## src/inc/iflg_pkg.sv

```systemverilog
// How it works
// - slope trip sets flag, software clears
// - slope timer overflow sets sticky flag
// - parallel slave access sets sticky flag
// - eeprom write done sets sticky flag
// - lcd event sets sticky flag
// - comparator change sets sticky flag
// - unimplemented flag bits read zero
// - taken interrupt fetches from fixed vector
// - internal event reaches vector in three cycles
// - external event reaches vector in five cycles (pin synchroniser adds two)
// - latency independent of instruction length
// - edge select picks rising or falling
// - valid selected edge sets external flag
// - external request gated by its enable
// - enabled external edge wakes from halt
// - after wake, vector only if global enable
// - entry pushes only return program counter
// - flags set regardless of enables
package iflg_pkg;
   // ----------------------------------------
   // register map (byte addresses)
   // ----------------------------------------
   localparam logic [7:0] IFLG_OFS_PFLAG = 8'h00;
   localparam logic [7:0] IFLG_OFS_PEN = 8'h04;
   localparam logic [7:0] IFLG_OFS_CTRL = 8'h08;
   localparam logic [7:0] IFLG_OFS_STAT = 8'h0c;
   // ----------------------------------------
   // field positions
   // ----------------------------------------
   localparam int IFLG_NSRC = 6;
   localparam int IFLG_CTRL_EXTFLAG = 1;
   localparam int IFLG_CTRL_EXTEN = 4;
   localparam int IFLG_CTRL_EDGE = 6;
   localparam int IFLG_CTRL_GIE = 7;
   localparam logic [7:0] IFLG_PFLAG_MASK = 8'h3f;
   localparam logic [7:0] IFLG_CTRL_MASK = 8'hd2;
   localparam logic [7:0] IFLG_RST_BYTE = 8'h00;
   localparam logic [12:0] IFLG_VECTOR = 13'h0004;
   localparam logic [1:0] IFLG_LATENCY = 2'h3;
   typedef struct packed {
      logic [IFLG_NSRC-1:0] pulse;
      logic ext_pin;
   } iflg_evt_s;
endpackage : iflg_pkg

```

## src/hdl/iflg_top.sv

```systemverilog
// Design decisions made here: the address map and the APB interface to the registers.
`timescale 1ns/100ps
module iflg_top
   import iflg_pkg::*;
(
   input wire logic core_clk,
   input wire logic rst,
   input wire logic psel,
   input wire logic penable,
   input wire logic pwrite,
   input wire logic [7:0] paddr,
   input wire logic [31:0] pwdata,
   output logic [31:0] prdata,
   output logic pready,
   output logic pslverr,
   input wire iflg_evt_s evt,
   input wire logic halted,
   input wire logic [12:0] ret_pc,
   input wire logic core_ack,
   output logic irq_req,
   output logic wake,
   output logic vec_load,
   output logic [12:0] vec_addr,
   output logic push_en,
   output logic [12:0] push_pc
);
   // ----------------------------------------
   // pin synchroniser and edge detect
   // ----------------------------------------
   logic pin_s1_r, pin_s2_r, pin_s3_r;
   always_ff @(posedge core_clk or posedge rst) begin
      if (rst) begin
         pin_s1_r <= 1'b0;
         pin_s2_r <= 1'b0;
         pin_s3_r <= 1'b0;
      end else begin
         pin_s1_r <= evt.ext_pin;
         pin_s2_r <= pin_s1_r;
         pin_s3_r <= pin_s2_r;
      end
   end

   // ----------------------------------------
   // registers
   // ----------------------------------------
   logic [7:0] pflag_r, pflag_nxt, pen_r, pen_nxt, ctrl_r, ctrl_nxt;
   logic wr_en, ext_edge;
   assign wr_en = psel & penable & pwrite;

   always_comb begin
      ext_edge = ctrl_r[IFLG_CTRL_EDGE] ? (pin_s2_r & ~pin_s3_r)
                                        : (~pin_s2_r & pin_s3_r);
      pflag_nxt = pflag_r;
      pen_nxt = pen_r;
      ctrl_nxt = ctrl_r;
      if (wr_en && paddr == IFLG_OFS_PFLAG)
         pflag_nxt = pwdata[7:0] & IFLG_PFLAG_MASK;
      if (wr_en && paddr == IFLG_OFS_PEN)
         pen_nxt = pwdata[7:0] & IFLG_PFLAG_MASK;
      if (wr_en && paddr == IFLG_OFS_CTRL)
         ctrl_nxt = pwdata[7:0] & IFLG_CTRL_MASK;
      // set wins over a same-cycle clear; enables ignored
      pflag_nxt[IFLG_NSRC-1:0] = pflag_nxt[IFLG_NSRC-1:0] | evt.pulse;
      if (ext_edge) begin
         ctrl_nxt[IFLG_CTRL_EXTFLAG] = 1'b1;
      end
      if (vec_load) begin
         ctrl_nxt[IFLG_CTRL_GIE] = 1'b0;
      end
   end

   always_ff @(posedge core_clk or posedge rst) begin
      if (rst) begin
         pflag_r <= IFLG_RST_BYTE;
         pen_r <= IFLG_RST_BYTE;
         ctrl_r <= IFLG_RST_BYTE;
      end else begin
         pflag_r <= pflag_nxt;
         pen_r <= pen_nxt;
         ctrl_r <= ctrl_nxt;
      end
   end

   // ----------------------------------------
   // request and latency sequencer
   // ----------------------------------------
   logic pend, any_src;
   assign any_src = (|(pflag_r & pen_r))
                    | (ctrl_r[IFLG_CTRL_EXTFLAG] & ctrl_r[IFLG_CTRL_EXTEN]);
   assign pend = any_src & ctrl_r[IFLG_CTRL_GIE];
   assign wake = halted & any_src;

   typedef enum logic [1:0] {IFLG_IDLE = 2'b01, IFLG_WAIT = 2'b10} iflg_state_e;
   iflg_state_e st_r, st_nxt;
   logic [1:0] cnt_r, cnt_nxt;
   logic vec_nxt;
   logic [12:0] pc_nxt, pc_r;
   logic take;
   // no new entry while the strobe stands: gie only clears on that edge
   assign take = (st_r == IFLG_IDLE) & pend & ~vec_load;

   // flag registered at cycle 0; counter fixed, so instruction length has no effect
   always_comb begin
      st_nxt = st_r;
      cnt_nxt = cnt_r;
      vec_nxt = 1'b0;
      pc_nxt = pc_r;
      case (st_r)
         IFLG_IDLE: begin
            if (take) begin
               st_nxt = IFLG_WAIT;
               cnt_nxt = IFLG_LATENCY - 2'h2;
               pc_nxt = ret_pc;
            end
         end
         IFLG_WAIT: begin
            if (cnt_r == 2'h0) begin
               vec_nxt = 1'b1;
               st_nxt = IFLG_IDLE;
            end else begin
               cnt_nxt = cnt_r - 2'h1;
            end
         end
         default: st_nxt = IFLG_IDLE;
      endcase
   end

   always_ff @(posedge core_clk or posedge rst) begin
      if (rst) begin
         st_r <= IFLG_IDLE;
         cnt_r <= 2'h0;
         vec_load <= 1'b0;
         pc_r <= 13'h0000;
      end else begin
         st_r <= st_nxt;
         cnt_r <= cnt_nxt;
         vec_load <= vec_nxt;
         pc_r <= pc_nxt;
      end
   end

   // after wake without global enable no vector is taken: pend stays low
   assign irq_req = pend | (st_r == IFLG_WAIT);
   assign vec_addr = IFLG_VECTOR;
   assign push_en = vec_load;
   assign push_pc = pc_r;

   // ----------------------------------------
   // apb read
   // ----------------------------------------
   logic [31:0] rd_nxt;
   logic rd_err;
   always_comb begin
      rd_nxt = 32'h0000_0000;
      rd_err = 1'b0;
      case (paddr)
         IFLG_OFS_PFLAG: rd_nxt = {24'h0, pflag_r & IFLG_PFLAG_MASK};
         IFLG_OFS_PEN: rd_nxt = {24'h0, pen_r};
         IFLG_OFS_CTRL: rd_nxt = {24'h0, ctrl_r};
         IFLG_OFS_STAT: rd_nxt = {28'h0, irq_req, wake, st_r};
         default: rd_err = 1'b1;
      endcase
   end
   assign pready = 1'b1;
   assign prdata = (psel & penable & ~pwrite) ? rd_nxt : 32'h0000_0000;
   assign pslverr = psel & penable & rd_err;

   // ----------------------------------------
   // checks: peripheral flags
   // ----------------------------------------
   AST_SRC_SET: assert property (
      @(posedge core_clk) disable iff (rst)
      evt.pulse[0] |=> pflag_r[0])
      else $error("flag not set");
   AST_SRC_SET1: assert property (
      @(posedge core_clk) disable iff (rst)
      evt.pulse[1] |=> pflag_r[1])
      else $error("overflow flag not set");
   AST_SRC_SET2: assert property (
      @(posedge core_clk) disable iff (rst)
      evt.pulse[2] |=> pflag_r[2])
      else $error("slave access flag not set");
   AST_SRC_SET3: assert property (
      @(posedge core_clk) disable iff (rst)
      evt.pulse[3] |=> pflag_r[3])
      else $error("write done flag not set");
   AST_SRC_SET4: assert property (
      @(posedge core_clk) disable iff (rst)
      evt.pulse[4] |=> pflag_r[4])
      else $error("lcd flag not set");
   AST_SRC_SET5: assert property (
      @(posedge core_clk) disable iff (rst)
      evt.pulse[5] |=> pflag_r[5])
      else $error("comparator flag not set");
   AST_STICKY: assert property (
      @(posedge core_clk) disable iff (rst)
      pflag_r[3] && !(wr_en && paddr == IFLG_OFS_PFLAG) |=> pflag_r[3])
      else $error("flag dropped");
   AST_STICKY_ALL: assert property (
      @(posedge core_clk) disable iff (rst)
      !(wr_en && paddr == IFLG_OFS_PFLAG) |=> ((pflag_r & $past(pflag_r)) == $past(pflag_r)))
      else $error("flag dropped without write");
   AST_STICKY2: assert property (
      @(posedge core_clk) disable iff (rst)
      pflag_r[1] && !(wr_en && paddr == IFLG_OFS_PFLAG) |=> pflag_r[1])
      else $error("overflow flag dropped");
   AST_STICKY5: assert property (
      @(posedge core_clk) disable iff (rst)
      pflag_r[5] && !(wr_en && paddr == IFLG_OFS_PFLAG) |=> pflag_r[5])
      else $error("comparator flag dropped");
   AST_CLR: assert property (
      @(posedge core_clk) disable iff (rst)
      wr_en && paddr == IFLG_OFS_PFLAG && !pwdata[0] && !evt.pulse[0] |=> !pflag_r[0])
      else $error("flag not cleared");
   AST_SET_WINS: assert property (
      @(posedge core_clk) disable iff (rst)
      wr_en && paddr == IFLG_OFS_PFLAG && evt.pulse[2] |=> pflag_r[2])
      else $error("clear beat set");
   AST_RSVD: assert property (
      @(posedge core_clk) disable iff (rst)
      pflag_r[7:6] == 2'b00)
      else $error("reserved bits set");
   AST_RD_RSVD: assert property (
      @(posedge core_clk) disable iff (rst)
      psel && penable && !pwrite && paddr == IFLG_OFS_PFLAG |-> prdata[31:IFLG_NSRC] == '0)
      else $error("reserved bits read");
   AST_NO_GIE_SET: assert property (
      @(posedge core_clk) disable iff (rst)
      evt.pulse[4] && !ctrl_r[IFLG_CTRL_GIE] |=> pflag_r[4])
      else $error("flag gated by gie");
   AST_NO_EN_SET: assert property (
      @(posedge core_clk) disable iff (rst)
      evt.pulse[5] && !pen_r[5] |=> pflag_r[5])
      else $error("flag gated by enable");

   // ----------------------------------------
   // checks: request and vector
   // ----------------------------------------
   AST_LAT: assert property (
      @(posedge core_clk) disable iff (rst)
      take |=> !vec_load [*2] ##1 vec_load)
      else $error("latency wrong");
   AST_LAT_ST: assert property (
      @(posedge core_clk) disable iff (rst)
      take |=> st_r == IFLG_WAIT [*2] ##1 st_r == IFLG_IDLE)
      else $error("latency sequence wrong");
   AST_VEC_ONE: assert property (
      @(posedge core_clk) disable iff (rst)
      vec_load |=> !vec_load)
      else $error("vector strobe too long");
   AST_VEC: assert property (
      @(posedge core_clk) disable iff (rst)
      vec_load |-> vec_addr == IFLG_VECTOR && push_en)
      else $error("vector");
   AST_PUSH_PC: assert property (
      @(posedge core_clk) disable iff (rst)
      vec_load |-> push_pc == $past(ret_pc, 3))
      else $error("pushed pc wrong");
   AST_GIE_CLR: assert property (
      @(posedge core_clk) disable iff (rst)
      vec_load |=> !ctrl_r[IFLG_CTRL_GIE])
      else $error("gie kept on entry");
   AST_GATE: assert property (
      @(posedge core_clk) disable iff (rst)
      !ctrl_r[IFLG_CTRL_GIE] && st_r == IFLG_IDLE |-> !irq_req)
      else $error("req without gie");
   AST_REQ: assert property (
      @(posedge core_clk) disable iff (rst)
      (|(pflag_r & pen_r)) && ctrl_r[IFLG_CTRL_GIE] |-> irq_req)
      else $error("no req");
   AST_NO_VEC_WO_GIE: assert property (
      @(posedge core_clk) disable iff (rst)
      !ctrl_r[IFLG_CTRL_GIE] && st_r == IFLG_IDLE |=> !vec_load)
      else $error("vector without gie");

   // ----------------------------------------
   // checks: external pin
   // ----------------------------------------
   AST_EDGE: assert property (
      @(posedge core_clk) disable iff (rst)
      ext_edge |=> ctrl_r[IFLG_CTRL_EXTFLAG])
      else $error("ext flag");
   AST_RISE_ONLY: assert property (
      @(posedge core_clk) disable iff (rst)
      ctrl_r[IFLG_CTRL_EDGE] && !pin_s2_r |-> !ext_edge)
      else $error("edge on low pin");
   AST_FALL_ONLY: assert property (
      @(posedge core_clk) disable iff (rst)
      !ctrl_r[IFLG_CTRL_EDGE] && pin_s2_r |-> !ext_edge)
      else $error("edge on high pin");
   AST_EXT_NO_EN: assert property (
      @(posedge core_clk) disable iff (rst)
      ext_edge && !ctrl_r[IFLG_CTRL_EXTEN] |=> ctrl_r[IFLG_CTRL_EXTFLAG])
      else $error("ext flag gated");
   AST_EXT_GATE: assert property (
      @(posedge core_clk) disable iff (rst)
      !ctrl_r[IFLG_CTRL_EXTEN] && !(|(pflag_r & pen_r)) |-> !wake)
      else $error("ext request not gated");
   AST_WAKE: assert property (
      @(posedge core_clk) disable iff (rst)
      halted && ctrl_r[IFLG_CTRL_EXTFLAG] && ctrl_r[IFLG_CTRL_EXTEN] |-> wake)
      else $error("no wake");

   COV_IRQ: cover property (@(posedge core_clk)
      vec_load);
   COV_EXT: cover property (@(posedge core_clk)
      ext_edge);
   COV_WAKE: cover property (@(posedge core_clk)
      wake && !ctrl_r[IFLG_CTRL_GIE]);
   COV_SET_WINS: cover property (@(posedge core_clk)
      wr_en && paddr == IFLG_OFS_PFLAG && (|evt.pulse));
   COV_EXT_IRQ: cover property (@(posedge core_clk)
      vec_load && ctrl_r[IFLG_CTRL_EXTFLAG]);
endmodule : iflg_top

```

## config.mk

```make
export PLATFORM = sky130hd
export DESIGN_NAME = iflg_top
export DESIGN_NICKNAME = d
export VERILOG_FILES = /design/src/inc/iflg_pkg.sv /design/src/hdl/iflg_top.sv
export SDC_FILE = /design/constraint.sdc
export NUM_CORES = 1
export LEC_CHECK = 0
export BUFFER_PORTS_ARGS = -buffer_cell sky130_fd_sc_hd__clkbuf_2
export CAP_MARGIN = 10
export CORE_ASPECT_RATIO = 1.4
export CORE_MARGIN = 2
export CORE_UTILIZATION = 45
export CTS_CLUSTER_SIZE = 12
export DETAILED_ROUTE_END_ITERATION = 12
export GPL_ROUTABILITY_DRIVEN = 0
export PLACE_DENSITY = 0.94
export SLEW_MARGIN = 15
export SYNTH_ARGS = -nofsm -noshare
export SYNTH_HDL_FRONTEND = slang
export SYNTH_SLANG_ARGS = --single-unit
```

## constraint.sdc

```tcl
create_clock -name core_clk -period 2.9 [get_ports core_clk]
set_clock_uncertainty 0.05 [all_clocks]
set_input_delay 0.58 -clock core_clk [delete_from_list [all_inputs] [get_ports core_clk]]
set_output_delay 0.58 -clock core_clk [all_outputs]
set_load 0.005 [all_outputs]
```

[After elaboration in Yosys (flattened, before gate mapping)]
Index checks and enable logic that the tools add are counted.
W data, S select, Z words.
Word-level totals
  register bits after elaboration: 37
  logic and storage cells: 69
Cells by class
  $add $sub $neg: 1
  eq/ne operators: 8
  mux-type cells: 16
  bitwise logic cells: 19
  reductions and logical operators: 13
Operator list (count)
  $mux W32: 1
  $pmux W8 S4: 1
  $eq A8 B4 Y1 const B: 2
  $and A1 B1 Y1: 11
  $eq A8 B3 Y1 const B: 1
  $logic_not A8 Y1: 1
  $mux W2: 4
  $mux W8: 1
  $pmux W2 S2: 2
  $reduce_or A8 Y1: 1
  $and A6 B6 Y6: 1
  $mux W1: 6
  $mux W6: 1
  $ne A2 B2 Y1 const B: 3
  $or A6 B6 Y6: 1
  $reduce_bool A2 Y1: 3
  $not A1 Y1: 4
  $reduce_and A2 Y1: 2
  $reduce_or A4 Y1: 1
  $logic_and A1 B1 Y1: 3
  $reduce_and A3 Y1: 1
  $eq A2 B1 Y1 const B: 1
  $eq A2 B2 Y1 const B: 1
  $logic_not A2 Y1: 1
  other kinds (2): 3

[Logic depth before layout (Yosys ltp)]
  word-level depth: 8
  mapped depth: 6
  depth with buffers taken out: 5

[Worst setup path after synthesis]
Ideal clock, no wire load.
  path kind: input -> output
  start: input paddr[5]
  end: output prdata[2]
  arrival: 1.722 ns
  data required time: 2.270 ns
  setup slack: 0.548 ns
  stages: 5
  cells stage by stage: nor4_4 -> nand2_2 -> or3_1 -> buf_6 -> nor3_2
On the way
  cells in the longest elaborated chain, start to end: 3
  elaborated cells between the ends (all ways): 6
  classes of those cells: eq/ne (3); mux (2); reduce/logical (1)
Ends and longest elaborated chain
  from (decl): line iflg_top.sv:11  | input wire logic [7:0] paddr,
  $eq A8 B4 Y1 (tied with other cells): line iflg_top.sv:156  | case (paddr)
  $pmux W8 S4 (*): line iflg_top.sv:156
  $mux W32 (*): line iflg_top.sv:165  | assign prdata = (psel & penable & ~pwrite) ? rd_nxt : 32'h0000_0000;
  to (decl): line iflg_top.sv:13  | output logic [31:0] prdata,
Every way passes the cells marked *; elsewhere a longest branch is shown, timed or not.

[Final worst setup path]
Same ends and word-level chain as after synthesis.

==> Implementation_results.wiki <==
{| class="wikitable"
! Metric !! Value
|-
| Run status || completed
|-
| Starting utilization of the core area || 0.4616
|-
| Number of hold-repair buffers added at the cts stage || 0
|-
| Number of global-route vias before repair || 1435
|-
| Headroom to the max-slew limit || 0.6237
|-
| Switching part of the total || 0.2130
|-
| Count of state elements after synthesis || 37
|-
| Largest fanout of any net on the critical path || 8
|-
| Final Cycle Share || 0.9208
|-
| Internal power || 0.8582 mW
|-
| Clock Path Buffers || 2
|-
| Part of the Yosys area used for sequential elements || 0.4464
|-
| Required time at the worst-slack endpoint || 2270 ps
|-
| Sequential share of power || 0.493
|-
| Post-synth EDFFs || 0
|-
| Pwr Total || 1.090 mW
|-
| Setup slack on the worst flop-to-flop path || 840 ps
|-
| Arrival @ worst endpoint || 2040 ps
|-
| Count of nets left with antenna violations after detail routing || 0
|-
| Die footprint || 5183 sq um
|-
| Largest stage delay on the critical path || 530 ps
|-
| Share of synthesized flip-flops with an asynchronous set or reset || 1.000
|-
| Routed via count divided by cell count || 4.798
|-
| Fraction of layout instances using a drive strength above 1 || 0.4264
|-
| Fill cell total of the finished layout || 415
|-
| Wire length of the first global-routing pass || 6.279 mm
|-
| Combinational cell fraction of total power || 0.098
|-
| Clk root buf || sky130_fd_sc_hd__clkbuf_8
|-
| Cell with the most instances on the worst path || sky130_fd_sc_hd__clkbuf_2
|-
| PortBufs || 67
|-
| Startpoint kind of the worst setup timing path || input port
|-
| Clock Sink Count || 37
|-
| Classification of the worst setup path || in -> out
|-
| Total net switching power || 0.2323 mW
|-
| Clock tree from TritonCTS || done
|-
| Final routed wirelength across all metal layers || 4.069 mm
|-
| Total global-route track usage || 0.1636
|-
| Slowest cell on crit path || sky130_fd_sc_hd__or3_1
|-
| Max-cap violation count || 0
|-
| Area of combinational cells with multiple inputs || 927.1 sq um
|-
| Total negative setup slack || 0 ps
|-
| Layout area overhead || 17.29%
|-
| Initial DRC count || 98
|-
| Minimum period implied by the final worst setup slack || 2670 ps
|-
| Number of cells in the design after placement || 319
|-
| Final Hold Violating Endpoints || 0
|-
| DR DRC count || 0
|-
| Clock network fraction of total power || 0.409
|-
| Actual transition at the worst max-transition pin || 562.8 ps
|-
| Count of non-filler cells in the finished layout || 327
|-
| Distinct cell type count after synthesis || 40
|-
| Share of the core filled with cells || 0.5414
|-
| Number of nets in the layout || 332
|-
| Setup violations, final || 0
|-
| Share of the synthesized area in the top cell type || 0.4337
|-
| Number of standard cells after synthesis || 196
|-
| Commonest cells in the synthesized netlist || sky130_fd_sc_hd__buf_4, sky130_fd_sc_hd__dfrtp_1, sky130_fd_sc_hd__mux2_2, sky130_fd_sc_hd__nor2_1, sky130_fd_sc_hd__a21oi_1
|-
| Nature of the critical path endpoint || output pin
|-
| # Post-CTS Setup Buffers || 0
|-
| Reg-to-reg critical path startpoint || pflag_r[0]$_DFF_PP0_
|-
| Most area-consuming cells after synthesis || sky130_fd_sc_hd__dfrtp_1, sky130_fd_sc_hd__buf_4, sky130_fd_sc_hd__mux2_2, sky130_fd_sc_hd__a21oi_1, sky130_fd_sc_hd__nor2_1
|-
| Worst path cell trace || clkbuf_2, nor4_4, nand2_2, or3_1, nor3_2, clkbuf_2
|-
| Leakage Power || 1.203 nW
|-
| WP depth || 6
|-
| Antenna Cells || 0
|-
| Worst IR Drop VDD || 376.0 uV
|-
| Endpoint of the most critical register-to-register path || push_pc[0]$_DFFE_PP0P_
|-
| HPWL Detailed || 3.343 mm
|-
| Sequential cell area in the final layout || 927.1 sq um
|-
| Clock H-tree levels || 2
|-
| Cell row count || 29
|-
| Number of vias after detailed routing || 1569
|-
| Die boundary width || 61.42 um
|-
| Most repeated cell in the gate-level netlist after synthesis || sky130_fd_sc_hd__buf_4
|-
| Clk pin slew, worst setup/hold paths || 70 ps
|-
| Synth Cell Area || 2077 sq um
|-
| Type of the worst min-delay path || in -> async
|-
| Highest Clock Rate || 0.3745 GHz
|-
| Number of gates resized after CTS || 0
|-
| Clock latency at the later pin of the worst-skew pair || 280 ps
|-
| Gate family responsible for the most delay along the worst path || simple AND/OR/NAND/NOR gates
|-
| Wirelength per Cell || 12.44 um
|-
| Overflow left after global routing || 0
|-
| Yosys warning total || 0
|-
| Post-synthesis cell type with the largest combined area || sky130_fd_sc_hd__dfrtp_1
|-
| Number of antenna violations at the first check in global routing || 0
|-
| Max-slew violations || 0
|-
| Cts bufs inserted || 5
|-
| Tightest hold margin || 198.1 ps
|-
| R2R depth || 4
|-
| Die H || 84.39 um
|-
| Number of iterations in the first detailed-routing pass || 4
|-
| P per Cell Area || 447.6 nW/um^2
|-
| Number of top-level pins || 131
|-
| Average size of a mapped cell || 10.60 sq um
|-
| Top FF cell, synth || sky130_fd_sc_hd__dfrtp_1
|-
| Maximum number of pins on one net before global-route repair || 19
|-
| Core Footprint || 4499 sq um
|-
| WP buf/inv || 2
|-
| Setup repair after global routing missed its margin || no
|}
==> metrics by stage <==
step / worst slack, ps / area [sq um]
global route: 174.7 / 2436
global placement: 269.2 / 2320
finish: 229.6 / 2436
floorplan: 548.5 / 2212
CTS: 219.6 / 2436
detailed placement: 234.2 / 2320
==> layout make-up <==
type                       instances  area share
multi-input combinational        142      0.3806
clock inverter                     1     0.01233
inverter                           8     0.01233
sequential                        37      0.3806
tap                               62     0.03184
timing repair buffer              70      0.1469
clock buffer                       7     0.03544
==> state kept, by name (all words and copies together), names as in the netlist <==
| signal | cells |
|---|---|
| pflag_r | 6 |
| pen_r | 6 |
| st_r | 2 |
| cnt_r | 2 |
| push_pc | 13 |
| pin_s1_r | 1 |
| pin_s2_r | 1 |
| ctrl_r | 4 |
| push_en | 1 |
| pin_s3_r | 1 |
==> power by group through the flow <==
| stage | logic [mW] | clock network (mW) | registers, mW |
|---|---|---|---|
| after floorplan | 0.0903 | 0 | 0.547 |
| final | 0.107 | 0.446 | 0.537 |
| after detailed placement | 0.108 | 0 | 0.547 |
| after global placement | 0.105 | 0 | 0.546 |
| after global routing | 0.124 | 0.489 | 0.539 |
| after CTS | 0.108 | 0.460 | 0.537 |
==> how the worst max path moves through the flow <==
stage,start,endpoint,slack [ps]
floorplan,paddr[5],prdata[2],550
global placement,paddr[5],prdata[5],270
detailed placement,paddr[5],prdata[5],230
CTS,paddr[5],prdata[5],220
global route,paddr[5],prdata[2],170
finish,paddr[5],prdata[2],230
==> logic make-up after synthesis <==
| group | Yosys count | share of synthesized area |
|---|---|---|
| and+or+nand+nor | 52 | 0.1530 |
| buffers and inverters | 53 | 0.1723 |
| muxes | 26 | 0.1440 |
| adders and majority gates | 1 | 0.006023 |
| DFF | 37 | 0.4464 |
| other | 2 | 0.003616 |
| AOI/OAI and AO/OA | 25 | 0.07470 |
==> placed cells by master (no fill, tap or decap), drive strengths merged, types with 4 or more instances in the layout <==
cell,instances
and2,4
dfrtp,36
a21oi,12
nor2,16
mux2i,4
nand2,7
nor3,11
mux2,21
inv,8
clkbuf,74
conb,38
==> metal layers <==
metal | track usage | part of all wire | up-vias
li1 | - | - | 726
met1 | 0.1663 | 0.34 | 750
met2 | 0.2979 | 0.57 | 84
met3 | 0.04622 | 0.073 | 9
met4 | 0.06576 | 0.017 | 0
met5 | 0 | 0 | -
Power figures use the tool's default switching activity.
